File: src/design/ashp_pkg.sv
package ashp_pkg;
   // Host data width and synchronised pin vector
   localparam int          DW       = 8;
   localparam int          PIN_W    = 20;
   localparam logic [19:0] PIN_IDLE = 20'h0003e;
   // Register offsets on the three select bits
   localparam logic [2:0] OFS_DATA  = 3'h0;
   localparam logic [2:0] OFS_IEN   = 3'h1;
   localparam logic [2:0] OFS_IID   = 3'h2;
   localparam logic [2:0] OFS_LCTL  = 3'h3;
   localparam logic [2:0] OFS_MCTL  = 3'h4;
   localparam logic [2:0] OFS_LSTAT = 3'h5;
   localparam logic [2:0] OFS_MSTAT = 3'h6;
   localparam logic [2:0] OFS_SCR   = 3'h7;
   // Field positions
   localparam int LC_STOP = 2;
   localparam int LC_PEN  = 3;
   localparam int LC_EVEN = 4;
   localparam int LC_BRK  = 6;
   localparam int LC_DLAB = 7;
   localparam int MC_RTS  = 1;
   localparam int MC_LOOP = 4;
   localparam int FC_EN   = 0;
   localparam int FC_RXCL = 1;
   localparam int FC_TXCL = 2;
   localparam int LS_OE   = 1;
   localparam int LS_PE   = 2;
   localparam int LS_BI   = 4;
   localparam int MS_CLEAR_TO_SEND_DELTA = 0;
   localparam int MS_CTS  = 4;
   localparam int IE_RX   = 0;
   localparam int IE_TX   = 1;
   localparam int IE_LS   = 2;
   localparam int IE_MS   = 3;
   // Interrupt identity codes, highest priority first
   localparam logic [3:0] IID_LS   = 4'h6;
   localparam logic [3:0] IID_RX   = 4'h4;
   localparam logic [3:0] IID_TX   = 4'h2;
   localparam logic [3:0] IID_MS   = 4'h0;
   localparam logic [3:0] IID_NONE = 4'h1;
   localparam logic [7:0] IID_FON  = 8'hc0;
   // Reset values and divider limits
   localparam logic [7:0]  REG_RST = 8'h00;
   localparam logic [15:0] DIV_MIN = 16'h0001;
   // Character framing in sixteenth-of-bit ticks
   localparam logic [5:0] HALF_END = 6'h07;
   localparam logic [5:0] BIT_END  = 6'h0f;
   localparam logic [5:0] S15_END  = 6'h17;
   localparam logic [5:0] S2_END   = 6'h1f;
   localparam logic [2:0] LEN_BASE = 3'h4;
   localparam logic [1:0] WL_MAX   = 2'h3;
   localparam logic [7:0] FULL_MSK = 8'hff;
   localparam int         RX_ERR_W = 3;
   // Serial framer states
   typedef enum logic [2:0] {
      ST_IDLE  = 3'b000,
      ST_START = 3'b001,
      ST_DATA  = 3'b010,
      ST_PAR   = 3'b011,
      ST_STOP  = 3'b100
   } ashp_ser_e;
endpackage : ashp_pkg

File: src/design/ashp_fifo_if.sv
// Push/pull pair between the block and one of its queues
interface ashp_fifo_if #(
   parameter int W = 8
);
   logic         push;
   logic         pull;
   logic         clear;
   logic         one_deep;
   logic         ready;
   logic         valid;
   logic [W-1:0] wdata;
   logic [W-1:0] rdata;
   modport store (input push, pull, clear, one_deep, wdata,
                  output ready, valid, rdata);
   modport user  (output push, pull, clear, one_deep, wdata,
                  input ready, valid, rdata);
endinterface : ashp_fifo_if

File: src/design/ashp_fifo.sv
module ashp_fifo #(
   parameter int W     = 8,
   parameter int DEPTH = 16
) (
   // Clock and reset
   input logic        clk,
   input logic        rst_n,
   // Queue port
   ashp_fifo_if.store f
);
   localparam int AW = $clog2(DEPTH);

   logic [W-1:0]  mem [DEPTH];
   logic [AW-1:0] wp_r;
   logic [AW-1:0] rp_r;
   logic [AW-1:0] rp_nxt;
   logic [AW:0]   cnt_r;
   logic [W-1:0]  rd_r;
   logic          do_push;
   logic          do_pull;

   // Single-deep limit gives the holding-register behaviour
   assign f.ready = f.one_deep ? (cnt_r == '0)
                               : (cnt_r != (AW+1)'(DEPTH));
   assign f.valid = (cnt_r != '0);
   assign f.rdata = rd_r;
   assign do_push = f.push & f.ready;
   assign do_pull = f.pull & f.valid;
   assign rp_nxt  = rp_r + AW'(do_pull);

   // Storage needs no reset; DEPTH must be a power of two
   always_ff @(posedge clk) begin
      if (do_push) begin
         mem[wp_r] <= f.wdata;
      end
   end

   // Head register, bypassed when the head slot is written now
   always_ff @(posedge clk or negedge rst_n) begin
      if (!rst_n) begin
         rd_r <= '0;
      end else if (do_push && wp_r == rp_nxt) begin
         rd_r <= f.wdata;
      end else begin
         rd_r <= mem[rp_nxt];
      end
   end

   // Pointers and fill count
   always_ff @(posedge clk or negedge rst_n) begin
      if (!rst_n) begin
         wp_r  <= '0;
         rp_r  <= '0;
         cnt_r <= '0;
      end else if (f.clear) begin
         wp_r  <= '0;
         rp_r  <= '0;
         cnt_r <= '0;
      end else begin
         wp_r  <= wp_r + AW'(do_push);
         rp_r  <= rp_nxt;
         cnt_r <= cnt_r + (AW+1)'(do_push) - (AW+1)'(do_pull);
      end
   end
endmodule : ashp_fifo

File: src/design/ashp_top.sv
// What this block does
// - Strobe low passes selects straight through
// - Strobe rise freezes selects while high
// - Selected only first, second high, third low
// - Rate clock is reference over divisor for divisors two and up
// - Any divisor one to 65535 accepted
// - Modem status bit 4 shows clear-to-send
// - Bit 0 flags clear-to-send change, read clears
// - Enabled clear-to-send change raises interrupt
// - Data bus driven only during reads
// - Three select bits pick the register
// - FIFO mode queues sixteen entries with errors
// - Reset starts in single-buffer character mode
// - Software can leave FIFO mode again
// - Character length five to eight bits
// - Even, odd or no parity both ways
// - One, one and half, or two stops
// - Frame on transmit, strip on receive
// - Short low pulse is no start bit
// - Break sent on command and detected
// - Loopback with simulated line errors
// - Four interrupt sources, enables, fixed priority
module ashp_top #(
   parameter int FIFO_DEPTH = 16
) (
   // Clock and reset
   input  logic                  SYS_CLK,
   input  logic                  RST_N,
   // Host select pins
   input  logic                  REG_SELECT_BIT_LOW,
   input  logic                  REG_SELECT_BIT_MID,
   input  logic                  REG_SELECT_BIT_HIGH,
   input  logic                  SELECT_LATCH_STROBE,
   input  logic                  CHIP_SELECT_FIRST_HIGH,
   input  logic                  CHIP_SELECT_SECOND_HIGH,
   input  logic                  CHIP_SELECT_THIRD_LOW,
   input  logic                  READ_STROBE_N,
   input  logic                  WRITE_STROBE_N,
   // Host data bus
   input  logic [ashp_pkg::DW-1:0] HOST_DATA_BUS_IN,
   output logic [ashp_pkg::DW-1:0] HOST_DATA_BUS_OUT,
   output logic                  HOST_DATA_BUS_OE,
   // Serial line and rate clocks
   input  logic                  SERIAL_IN,
   output logic                  SERIAL_OUT,
   input  logic                  RX_RATE_CLOCK_IN,
   output logic                  TX_RATE_CLOCK_OUT,
   // Modem status and interrupt
   input  logic                  CLEAR_TO_SEND_N,
   output logic                  INTERRUPT_REQ
);
   import ashp_pkg::*;
   localparam int RXW = DW + RX_ERR_W;

   logic [PIN_W-1:0] pin_s1_r, pin_s2_r;
   logic [DW-1:0]    d_s;
   logic [2:0]       rs_s, cs_s, adr;
   logic [5:0]       lat_r, sel;
   logic             stb_s, rd_n_s, wr_n_s, sin_s, cts_n_s;
   logic             rclk_s, rclk_d_r, rd_n_d_r, wr_n_d_r;
   logic             chip_on, rd_go, wr_go, dlab;
   logic [7:0]       dll_r, dlm_r, lcr_r, mcr_r, scr_r;
   logic [3:0]       ier_r, iid;
   logic             fifo_en_r, loop, fcr_wr, mode_chg;
   logic [15:0]      div, bd_cnt_r;
   logic             tick_r, bclk_r, rx_tick;
   logic [1:0]       wl;
   logic [2:0]       nlast;
   ashp_ser_e        tx_st_r, rx_st_r;
   logic [7:0]       tx_sh_r, rx_sh_r, rx_data, out_r, rd_mux;
   logic [5:0]       tx_tk_r, rx_tk_r, stop_end;
   logic [2:0]       tx_n_r, rx_n_r, err_r, head_err, errs;
   logic             tx_par_r, rx_par_r, line_bit, sout_r, rx_in;
   logic             rx_push, rx_pe, rx_fe, rx_bi, ovr_r;
   logic             cts_now, cts_d_r, clear_to_send_delta_r, tx_mt_d_r;
   logic             thre_ip_r, intr_r, oe_r;
   logic             rd_lsr, rd_msr, rd_iid, wr_thr;

   ashp_fifo_if #(.W(DW))  txq ();
   ashp_fifo_if #(.W(RXW)) rxq ();

   // Parity over the active character bits only
   function automatic logic par_bit(input logic [7:0] d,
                                    input logic [1:0] w,
                                    input logic       ev);
      par_bit = ^(d & (FULL_MSK >> (WL_MAX - w))) ^ ~ev;
   endfunction : par_bit

   // Every pin passes two flops; RX clock must stay below SYS_CLK/4
   always_ff @(posedge SYS_CLK or negedge RST_N) begin
      if (!RST_N) begin
         pin_s1_r <= PIN_IDLE;
         pin_s2_r <= PIN_IDLE;
      end else begin
         pin_s1_r <= {HOST_DATA_BUS_IN, REG_SELECT_BIT_HIGH,
                      REG_SELECT_BIT_MID, REG_SELECT_BIT_LOW,
                      CHIP_SELECT_FIRST_HIGH, CHIP_SELECT_SECOND_HIGH,
                      CHIP_SELECT_THIRD_LOW, SELECT_LATCH_STROBE,
                      READ_STROBE_N, WRITE_STROBE_N, SERIAL_IN,
                      CLEAR_TO_SEND_N, RX_RATE_CLOCK_IN};
         pin_s2_r <= pin_s1_r;
      end
   end
   assign {d_s, rs_s, cs_s, stb_s, rd_n_s, wr_n_s, sin_s, cts_n_s,
           rclk_s} = pin_s2_r;

   // Latch follows while strobe is low, so its rise freezes it
   always_ff @(posedge SYS_CLK or negedge RST_N) begin
      if (!RST_N) begin
         lat_r <= '0;
      end else if (!stb_s) begin
         lat_r <= {rs_s, cs_s};
      end
   end
   assign sel     = stb_s ? lat_r : {rs_s, cs_s};
   assign adr     = sel[5:3];
   assign chip_on = sel[2] & sel[1] & ~sel[0];

   // Strobe edges; writes take effect at the end of the strobe
   always_ff @(posedge SYS_CLK or negedge RST_N) begin
      if (!RST_N) begin
         rd_n_d_r <= 1'b1;
         wr_n_d_r <= 1'b1;
         rclk_d_r <= 1'b0;
      end else begin
         rd_n_d_r <= rd_n_s;
         wr_n_d_r <= wr_n_s;
         rclk_d_r <= rclk_s;
      end
   end
   assign rd_go  = rd_n_d_r & ~rd_n_s & chip_on;
   assign wr_go  = ~wr_n_d_r & wr_n_s & chip_on;
   assign dlab   = lcr_r[LC_DLAB];
   assign loop   = mcr_r[MC_LOOP];
   assign wl     = lcr_r[1:0];
   assign nlast  = 3'(wl) + LEN_BASE;
   assign rd_lsr = rd_go & (adr == OFS_LSTAT);
   assign rd_msr = rd_go & (adr == OFS_MSTAT);
   assign rd_iid = rd_go & (adr == OFS_IID);
   assign wr_thr = wr_go & (adr == OFS_DATA) & ~dlab;
   assign fcr_wr = wr_go & (adr == OFS_IID);
   assign mode_chg = fcr_wr & (d_s[FC_EN] != fifo_en_r);

   // Host-written configuration; reset gives character mode
   always_ff @(posedge SYS_CLK or negedge RST_N) begin
      if (!RST_N) begin
         dll_r     <= REG_RST;
         dlm_r     <= REG_RST;
         lcr_r     <= REG_RST;
         mcr_r     <= REG_RST;
         scr_r     <= REG_RST;
         ier_r     <= '0;
         fifo_en_r <= 1'b0;
      end else if (wr_go) begin
         case (adr)
            OFS_DATA: if (dlab) dll_r <= d_s;
            OFS_IEN:  if (dlab) dlm_r <= d_s;
                      else ier_r <= d_s[3:0];
            OFS_IID:  fifo_en_r <= d_s[FC_EN];
            OFS_LCTL: lcr_r <= d_s;
            OFS_MCTL: mcr_r <= d_s;
            OFS_SCR:  scr_r <= d_s;
            default:  ;
         endcase
      end
   end

   // Queues: one deep in character mode, flushed on mode change
   assign txq.one_deep = ~fifo_en_r;
   assign rxq.one_deep = ~fifo_en_r;
   assign txq.clear = mode_chg | (fcr_wr & d_s[FC_TXCL]);
   assign rxq.clear = mode_chg | (fcr_wr & d_s[FC_RXCL]);
   assign txq.push  = wr_thr;
   assign txq.wdata = d_s;
   assign txq.pull  = (tx_st_r == ST_IDLE);
   assign rxq.push  = rx_push;
   assign rxq.wdata = {rx_bi, rx_fe, rx_pe, rx_data};
   assign rxq.pull  = rd_go & (adr == OFS_DATA) & ~dlab;

   ashp_fifo #(.W(DW), .DEPTH(FIFO_DEPTH)) u_txq (
      .clk   (SYS_CLK),
      .rst_n (RST_N),
      .f     (txq)
   );
   ashp_fifo #(.W(RXW), .DEPTH(FIFO_DEPTH)) u_rxq (
      .clk   (SYS_CLK),
      .rst_n (RST_N),
      .f     (rxq)
   );

   // Rate divider; divisor zero stops it, divisor one runs flat out
   assign div = {dlm_r, dll_r};
   always_ff @(posedge SYS_CLK or negedge RST_N) begin
      if (!RST_N) begin
         bd_cnt_r <= DIV_MIN;
         tick_r   <= 1'b0;
         bclk_r   <= 1'b0;
      end else if (div == '0) begin
         tick_r   <= 1'b0;
      end else begin
         tick_r   <= (bd_cnt_r <= DIV_MIN);
         bd_cnt_r <= (bd_cnt_r <= DIV_MIN) ? div : bd_cnt_r - DIV_MIN;
         bclk_r   <= (bd_cnt_r > (div >> 1));
      end
   end
   // Receiver runs from its pin unless looped back
   assign rx_tick = loop ? tick_r : (rclk_s & ~rclk_d_r);

   // Transmit framer: start, data LSB first, parity, stops
   assign stop_end = !lcr_r[LC_STOP] ? BIT_END
                   : (wl == '0) ? S15_END : S2_END;
   always_ff @(posedge SYS_CLK or negedge RST_N) begin
      if (!RST_N) begin
         tx_st_r  <= ST_IDLE;
         tx_sh_r  <= '0;
         tx_tk_r  <= '0;
         tx_n_r   <= '0;
         tx_par_r <= 1'b0;
      end else if (tx_st_r == ST_IDLE) begin
         if (txq.valid) begin
            tx_sh_r  <= txq.rdata;
            tx_par_r <= par_bit(txq.rdata, wl, lcr_r[LC_EVEN]);
            tx_st_r  <= ST_START;
            tx_tk_r  <= '0;
            tx_n_r   <= '0;
         end
      end else if (tick_r) begin
         tx_tk_r <= tx_tk_r + 1'b1;
         unique case (tx_st_r)
            ST_IDLE:  ;
            ST_START: if (tx_tk_r == BIT_END) begin
               tx_st_r <= ST_DATA;
               tx_tk_r <= '0;
            end
            ST_DATA: if (tx_tk_r == BIT_END) begin
               tx_sh_r <= tx_sh_r >> 1;
               tx_n_r  <= tx_n_r + 1'b1;
               tx_tk_r <= '0;
               if (tx_n_r == nlast) begin
                  tx_st_r <= lcr_r[LC_PEN] ? ST_PAR : ST_STOP;
               end
            end
            ST_PAR: if (tx_tk_r == BIT_END) begin
               tx_st_r <= ST_STOP;
               tx_tk_r <= '0;
            end
            ST_STOP: if (tx_tk_r == stop_end) begin
               tx_st_r <= ST_IDLE;
            end
            default: tx_st_r <= ST_IDLE;
         endcase
      end
   end
   assign line_bit = (tx_st_r == ST_START) ? 1'b0
                   : (tx_st_r == ST_DATA)  ? tx_sh_r[0]
                   : (tx_st_r == ST_PAR)   ? tx_par_r : 1'b1;

   // Loopback holds the pin at mark and feeds the frame inward
   always_ff @(posedge SYS_CLK or negedge RST_N) begin
      if (!RST_N) begin
         sout_r <= 1'b1;
      end else begin
         sout_r <= loop | (line_bit & ~lcr_r[LC_BRK]);
      end
   end
   assign rx_in = loop ? (line_bit & ~lcr_r[LC_BRK]) : sin_s;

   // Receive framer: confirm start at half bit, then sample mid-bit
   always_ff @(posedge SYS_CLK or negedge RST_N) begin
      if (!RST_N) begin
         rx_st_r  <= ST_IDLE;
         rx_tk_r  <= '0;
         rx_n_r   <= '0;
         rx_sh_r  <= '0;
         rx_par_r <= 1'b0;
      end else if (rx_tick) begin
         rx_tk_r <= rx_tk_r + 1'b1;
         unique case (rx_st_r)
            ST_IDLE: if (!rx_in) begin
               rx_st_r <= ST_START;
               rx_tk_r <= '0;
            end
            ST_START: if (rx_tk_r == HALF_END) begin
               rx_st_r <= rx_in ? ST_IDLE : ST_DATA;
               rx_tk_r <= '0;
               rx_n_r  <= '0;
            end
            ST_DATA: if (rx_tk_r == BIT_END) begin
               rx_sh_r <= {rx_in, rx_sh_r[7:1]};
               rx_n_r  <= rx_n_r + 1'b1;
               rx_tk_r <= '0;
               if (rx_n_r == nlast) begin
                  rx_st_r <= lcr_r[LC_PEN] ? ST_PAR : ST_STOP;
               end
            end
            ST_PAR: if (rx_tk_r == BIT_END) begin
               rx_par_r <= rx_in;
               rx_st_r  <= ST_STOP;
               rx_tk_r  <= '0;
            end
            ST_STOP: if (rx_tk_r == BIT_END) begin
               rx_st_r <= ST_IDLE;
            end
            default: rx_st_r <= ST_IDLE;
         endcase
      end
   end
   // Stop sample completes the character; framing bits are dropped
   assign rx_push = rx_tick & (rx_st_r == ST_STOP)
                  & (rx_tk_r == BIT_END);
   assign rx_data = rx_sh_r >> (WL_MAX - wl);
   assign rx_pe = lcr_r[LC_PEN]
                & (par_bit(rx_data, wl, lcr_r[LC_EVEN]) != rx_par_r);
   assign rx_fe = ~rx_in;
   assign rx_bi = ~rx_in & (rx_data == '0)
                & ~(lcr_r[LC_PEN] & rx_par_r);

   // Sticky line errors; the set term wins over the read clear
   assign head_err = rxq.valid ? rxq.rdata[RXW-1:DW] : '0;
   assign errs     = err_r | head_err;
   always_ff @(posedge SYS_CLK or negedge RST_N) begin
      if (!RST_N) begin
         err_r <= '0;
         ovr_r <= 1'b0;
      end else begin
         err_r <= (rd_lsr ? '0 : err_r)
                | (rxq.pull ? head_err : '0)
                | ((wr_go & loop & (adr == OFS_LSTAT))
                   ? d_s[LS_BI:LS_PE] : '0);
         ovr_r <= (ovr_r & ~rd_lsr) | (rx_push & ~rxq.ready)
                | (wr_go & loop & (adr == OFS_LSTAT) & d_s[LS_OE]);
      end
   end

   // Modem status: change flag set wins over the read clear
   assign cts_now = loop ? mcr_r[MC_RTS] : ~cts_n_s;
   always_ff @(posedge SYS_CLK or negedge RST_N) begin
      if (!RST_N) begin
         cts_d_r   <= 1'b0;
         clear_to_send_delta_r    <= 1'b0;
         tx_mt_d_r <= 1'b1;
         thre_ip_r <= 1'b0;
      end else begin
         cts_d_r   <= cts_now;
         clear_to_send_delta_r    <= (cts_now != cts_d_r) | (clear_to_send_delta_r & ~rd_msr);
         tx_mt_d_r <= ~txq.valid;
         thre_ip_r <= (~txq.valid & tx_mt_d_r ? thre_ip_r : ~txq.valid)
                    & ~(wr_thr | (rd_iid & (iid == IID_TX)))
                    | (~txq.valid & ~tx_mt_d_r);
      end
   end

   // Fixed priority: line status, data, holding empty, modem
   always_comb begin
      iid = IID_NONE;
      if (ier_r[IE_LS] & ((|errs) | ovr_r)) iid = IID_LS;
      else if (ier_r[IE_RX] & rxq.valid)    iid = IID_RX;
      else if (ier_r[IE_TX] & thre_ip_r)    iid = IID_TX;
      else if (ier_r[IE_MS] & clear_to_send_delta_r)       iid = IID_MS;
   end

   // Read data selection
   always_comb begin
      rd_mux = '0;
      case (adr)
         OFS_DATA:  rd_mux = dlab ? dll_r : rxq.rdata[DW-1:0];
         OFS_IEN:   rd_mux = dlab ? dlm_r : 8'(ier_r);
         OFS_IID:   rd_mux = 8'(iid) | (fifo_en_r ? IID_FON : '0);
         OFS_LCTL:  rd_mux = lcr_r;
         OFS_MCTL:  rd_mux = mcr_r;
         OFS_LSTAT: rd_mux = {fifo_en_r & ((|errs) | ovr_r),
                              ~txq.valid & (tx_st_r == ST_IDLE),
                              ~txq.valid, errs, ovr_r, rxq.valid};
         OFS_MSTAT: begin
            rd_mux[MS_CTS]  = cts_now;
            rd_mux[MS_CLEAR_TO_SEND_DELTA] = clear_to_send_delta_r;
         end
         default:   rd_mux = scr_r;
      endcase
   end

   // Bus drive only while a selected read strobe is low
   always_ff @(posedge SYS_CLK or negedge RST_N) begin
      if (!RST_N) begin
         out_r  <= '0;
         oe_r   <= 1'b0;
         intr_r <= 1'b0;
      end else begin
         if (rd_go) out_r <= rd_mux;
         oe_r   <= ~rd_n_s & chip_on;
         intr_r <= (iid != IID_NONE);
      end
   end
   assign HOST_DATA_BUS_OUT = out_r;
   assign HOST_DATA_BUS_OE  = oe_r;
   assign SERIAL_OUT        = sout_r;
   assign TX_RATE_CLOCK_OUT = bclk_r;
   assign INTERRUPT_REQ     = intr_r;
endmodule : ashp_top

File: config.mk
export PLATFORM = sky130hd
export DESIGN_NAME = ashp_top
export DESIGN_NICKNAME = d
export VERILOG_FILES = /design/src/design/ashp_pkg.sv /design/src/design/ashp_fifo_if.sv /design/src/design/ashp_fifo.sv /design/src/design/ashp_top.sv
export SDC_FILE = /design/constraint.sdc
export NUM_CORES = 1
export LEC_CHECK = 0
export BUFFER_PORTS_ARGS = -buffer_cell sky130_fd_sc_hd__buf_2
export CAP_MARGIN = 15
export CORE_ASPECT_RATIO = 0.8
export CORE_UTILIZATION = 30
export CTS_BUF_LIST = sky130_fd_sc_hd__clkbuf_8 sky130_fd_sc_hd__clkbuf_16
export DETAILED_ROUTE_END_ITERATION = 16
export RECOVER_POWER = 25
export SYNTH_ARGS = -nofsm -noshare
export SYNTH_HDL_FRONTEND = slang
export SYNTH_SLANG_ARGS = --single-unit
File: constraint.sdc
create_clock -name SYS_CLK -period 5 [get_ports SYS_CLK]
set_clock_uncertainty 0.15 [all_clocks]
set_input_delay 0.25 -clock SYS_CLK [delete_from_list [all_inputs] [get_ports SYS_CLK]]
set_output_delay 0.25 -clock SYS_CLK [all_outputs]
set_load 0.005 [all_outputs]
==> summary by stage <==
Worst setup path
The critical path in this run is classified as reg2reg. The worst setup path is launched from a flip-flop. The critical path contains buffers and inverters numbering 2 combined.

The maximum single-stage delay on the critical path is 1120 ps. The maximum fanout encountered on the critical timing path is 20. The cell with the biggest individual delay on the critical path is sky130_fd_sc_hd__nor4b_1. The kind of end point of the critical path is a flip-flop. Walking the worst path, the cells encountered are inv_1, ha_1, nor4b_1, nor2_4, ha_2, buf_12, mux4_2, mux4_1, mux2_2. The critical path data arrival time is 5010 ps. The required time at the worst-slack endpoint is 5330 ps. The dominant delay contributor by cell family on the critical path is multiplexers.

Clock tree
The CTS buffer count is 51. The TritonCTS clock tree is done. The clock root buffer master is sky130_fd_sc_hd__clkbuf_16.

The buffer depth of the longest clock path is 3. The clock sink total is 522. Clock-pin slew was measured on the worst setup and hold paths at 60 ps. The level count of the clock H-tree is 2. After clock tree synthesis, the setup repair step added 0 buffers. The clock latency reported for the late side of the worst-skew pair is 620 ps.

Synth
The proportion of synthesized chip area in sequential cells is 64.5%. When the netlist entered floorplanning its net count stood at 1574. The count of flip-flops with a built-in enable after synthesis is 304. After synthesis, the netlist uses 89 different library cells.

The gate count after technology mapping is 1507. The netlist area before placement is 22700 sq um. The mean cell area of the mapped netlist is 15.0 sq um. Among all flip-flop cells after synthesis, the most frequent one is sky130_fd_sc_hd__edfxtp_1. The Yosys step of the flow raised 0 warnings. Of all flip-flops after synthesis, the portion carrying an async set or reset was 41.8%.

Counting flops and latches in the post-synthesis netlist gives 522.

Pwr
The switching share of total power is 28.4%. The combinational group share of total power is 20.8%. The share of total power in the clock network is 33.8%. Power comes to 11500 uW. The switching power is 3280 uW.

For this design the ratio of total power to cell area is 445 nW/um^2. Across the VDD grid, the largest voltage drop is 245 uV. Summed over all cells, the static leakage comes to 0.00978 uW. The internal power contribution is 8270 uW. Of the total power, registers draw 45.4%.

Die
During I/O placement, the number of pins put on the boundary was 34. The core region is 74300 sq um. Once the floorplan was initialized, standard cells occupied 30.5% of the core.

The initialized floorplan defines 89 standard-cell rows. The die outline height is 248 um. The floorplan step defined a die boundary enclosing 76600 sq um.

The die is 309 um wide.

Final layout
The most frequent standard cell in the layout excluding fill and tap cells is sky130_fd_sc_hd__edfxtp_1. The number of nets in the finished design is 1644. In the layout the commonest cells are sky130_fd_sc_hd__edfxtp_1, sky130_fd_sc_hd__dfrtp_1, sky130_fd_sc_hd__nand2_1. The number of standard cells in the layout, taps in and fillers out is 2621. The area growth from synthesis to layout is 14.6%. The fraction of final layout cells sized beyond drive strength 1 is 21.2%.

Run
The max-capacitance violation count is 5.

Place
Detailed placement finished with a half-perimeter wire length of 34600 um. The congestion estimate from routability-driven global placement came to 0.870. Buffers placed on the I/O ports in this run total 33. The number of placed cells counting well taps is 2504.

Global route
After global routing the overflow that remains totals 0. The number of global-route vias before repair is 13.0k. The number of antenna violations at the first check in global routing is 2.

Entering global routing, the biggest net connects 112 pins. For this run, the total global-route usage over all layers was measured as 14.1%. The wire length of the first global-routing pass is 81300 um.

STA
The post-route clock period utilization is 93.6%. The measured slew at the worst slew-check pin is 3030 ps. The worst slew slack as a fraction of its limit is -102%. The number of failing hold endpoints at the final stage is 0.

For this run, the top clock speed supported by timing is 0.214 GHz. Setup repair after global routing left no endpoint under its margin. The max-slew violation total from the final report is 215. The count of endpoints failing setup in the final report is 0. The final period demand of the worst path is 4680 ps.

Status
The final reports fail on max-capacitance violations, max-slew violations. The run finished, with violations left.

Route
The detail route stage leaves a number of antenna-violating nets equal to 0. In the routed layout, each cell is associated on average with a via count of 5.01. The detailed-route DRC error count is 0. The number of DRC violations after detailed-routing iteration 0 is 1214.

The sum of routed wire length over all layers is 53700 um. The routed wire length per instance is 20.5 um. The length of the first detailed-routing pass in iterations is 5. Across all layers, the routed design uses 13.1k vias.

Min path
In this run the worst hold path is classified as in2reg.
==> worst register-to-register path, stage by stage, from the launching register on <==
cell and delay, ps:
sky130_fd_sc_hd__dfrtp_1 390, sky130_fd_sc_hd__inv_1 90, sky130_fd_sc_hd__ha_1 160, sky130_fd_sc_hd__nor4b_1 1120
sky130_fd_sc_hd__nor2_4 200, sky130_fd_sc_hd__ha_2 760, sky130_fd_sc_hd__buf_12 290, sky130_fd_sc_hd__mux4_2 570
sky130_fd_sc_hd__mux4_1 550, sky130_fd_sc_hd__mux2_2 290
==> final cells by class <==
cell class	count	area [sq um]
flip-flops and latches	522	14600
well taps	1001	1250
fillers	7114	48300
inverters	51	194
diodes	1	2.50
multi-input cells	862	7550
clock buffers	59	1400
repair buffers	89	634
clock inverters	36	319
==> per-stage QoR <==
stage | hold WS (ps) | setup WS [ps] | TNS (ps) | cell area [sq um] | util (%)
final | 128 | 318 | 0 | 26000 | 34.9
after global routing | 101 | 42.5 | 0 | 26000 | 34.9
after CTS | 80.6 | 333 | 0 | 26000 | 35.0
after detailed placement | 185 | -40.1 | -105 | 24100 | 32.4
after global placement | 189 | 77.8 | 0 | 24100 | 32.4
after floorplan | -196 | 966 | 0 | 22700 | -
==> registers in the layout (all words and copies together), names as in the netlist, 11 cells and up <==
signal and count:
pin_s1_r 20, u_txq.mem 128, u_rxq.f.rdata 11, bd_cnt_r 16, pin_s2_r 20, u_rxq.mem 176
==> power groups by stage <==
stage          clock network (uW)  logic [uW]  registers [uW]
4_1_cts                      4010        2440            5250
2_1_floorplan                   0        1870            5180
3_5_place_dp                    0        2410            5330
3_3_place_gp                    0        2350            5320
6_report                     3900        2400            5250
5_1_grt                      4170        2650            5290
==> synth_stat cells, types with 4 or more instances <==
master	n	area share (%)
sky130_fd_sc_hd__a2111oi_0	5	0.19
sky130_fd_sc_hd__a211oi_1	7	0.23
sky130_fd_sc_hd__a21o_1	6	0.20
sky130_fd_sc_hd__a21oi_1	52	1.1
sky130_fd_sc_hd__a22o_1	4	0.15
sky130_fd_sc_hd__a22oi_1	8	0.27
sky130_fd_sc_hd__a31oi_1	4	0.11
sky130_fd_sc_hd__and2_1	4	0.11
sky130_fd_sc_hd__and3_1	9	0.25
sky130_fd_sc_hd__and3b_1	4	0.15
sky130_fd_sc_hd__buf_1	5	0.083
sky130_fd_sc_hd__buf_2	21	0.46
sky130_fd_sc_hd__buf_4	7	0.23
sky130_fd_sc_hd__buf_6	5	0.25
sky130_fd_sc_hd__clkbuf_1	34	0.56
sky130_fd_sc_hd__dfrtp_1	203	22
sky130_fd_sc_hd__dfstp_2	15	1.7
sky130_fd_sc_hd__edfxtp_1	304	40
sky130_fd_sc_hd__ha_1	43	2.4
sky130_fd_sc_hd__inv_1	50	0.83
sky130_fd_sc_hd__mux2_2	65	3.2
sky130_fd_sc_hd__mux2i_1	25	1.1
sky130_fd_sc_hd__mux4_1	5	0.58
sky130_fd_sc_hd__mux4_2	90	8.9
sky130_fd_sc_hd__nand2_1	97	1.6
sky130_fd_sc_hd__nand2b_1	18	0.50
sky130_fd_sc_hd__nand3_1	24	0.53
sky130_fd_sc_hd__nand3b_1	6	0.20
sky130_fd_sc_hd__nand4_1	9	0.25
sky130_fd_sc_hd__nor2_1	84	1.4
sky130_fd_sc_hd__nor2b_1	18	0.50
sky130_fd_sc_hd__nor3_1	27	0.60
sky130_fd_sc_hd__nor3b_1	6	0.20
sky130_fd_sc_hd__nor4_1	11	0.30
sky130_fd_sc_hd__o211ai_1	7	0.23
sky130_fd_sc_hd__o21a_1	5	0.17
sky130_fd_sc_hd__o21ai_0	81	1.8
sky130_fd_sc_hd__o22ai_1	7	0.19
sky130_fd_sc_hd__o31ai_1	5	0.17
sky130_fd_sc_hd__or2_2	4	0.11
sky130_fd_sc_hd__or3_1	8	0.22
sky130_fd_sc_hd__or3b_2	4	0.15
sky130_fd_sc_hd__xnor2_1	32	1.2
sky130_fd_sc_hd__xor2_1	16	0.62
==> routing by layer <==
layer	part of all wire (%)	up-vias	routed length, um	global-route usage [%]
li1	-	5846	-	-
met1	47	6816	25000	20.5
met2	44	396	23700	20.9
met3	6.9	85	3680	3.06
met4	2.5	0	1360	4.35
met5	0	-	0	0
==> path summary, 6_finish.rpt <==
path	startpoint	to	slack [ps]	cells past startpoint
worst max-delay path	u_txq.cnt_r[3]	u_txq.f.rdata[7]	320	9
worst min-delay path	REG_SELECT_BIT_HIGH	pin_s1_r[11]	130	2
worst max register to register	u_txq.cnt_r[3]	u_txq.f.rdata[7]	320	9
worst min register to register	pin_s1_r[17]	pin_s2_r[17]	190	0
max in group asynchronous	RST_N	tx_n_r[1]	1550	3
min in group asynchronous	RST_N	u_txq.f.rdata[0]	990	2
==> cell families after synthesis <==
group / synth area share [%]
DFF: 64.5
and+or+nand+nor: 8.40
AOI/OAI and AO/OA: 6.23
muxes: 13.9
buffers and inverters: 2.45
xor gates and xnor gates: 2.05
adders and majority gates: 2.55
==> what timing repair did <==
action | in CTS | in global routing
hold buffers | 21 | 0
endpoints found under the hold margin | 125 | 0
resized for setup | 1 | 0
endpoints found under the setup margin | 3 | 0
Note: power is estimated with default switching activity, not from simulation.
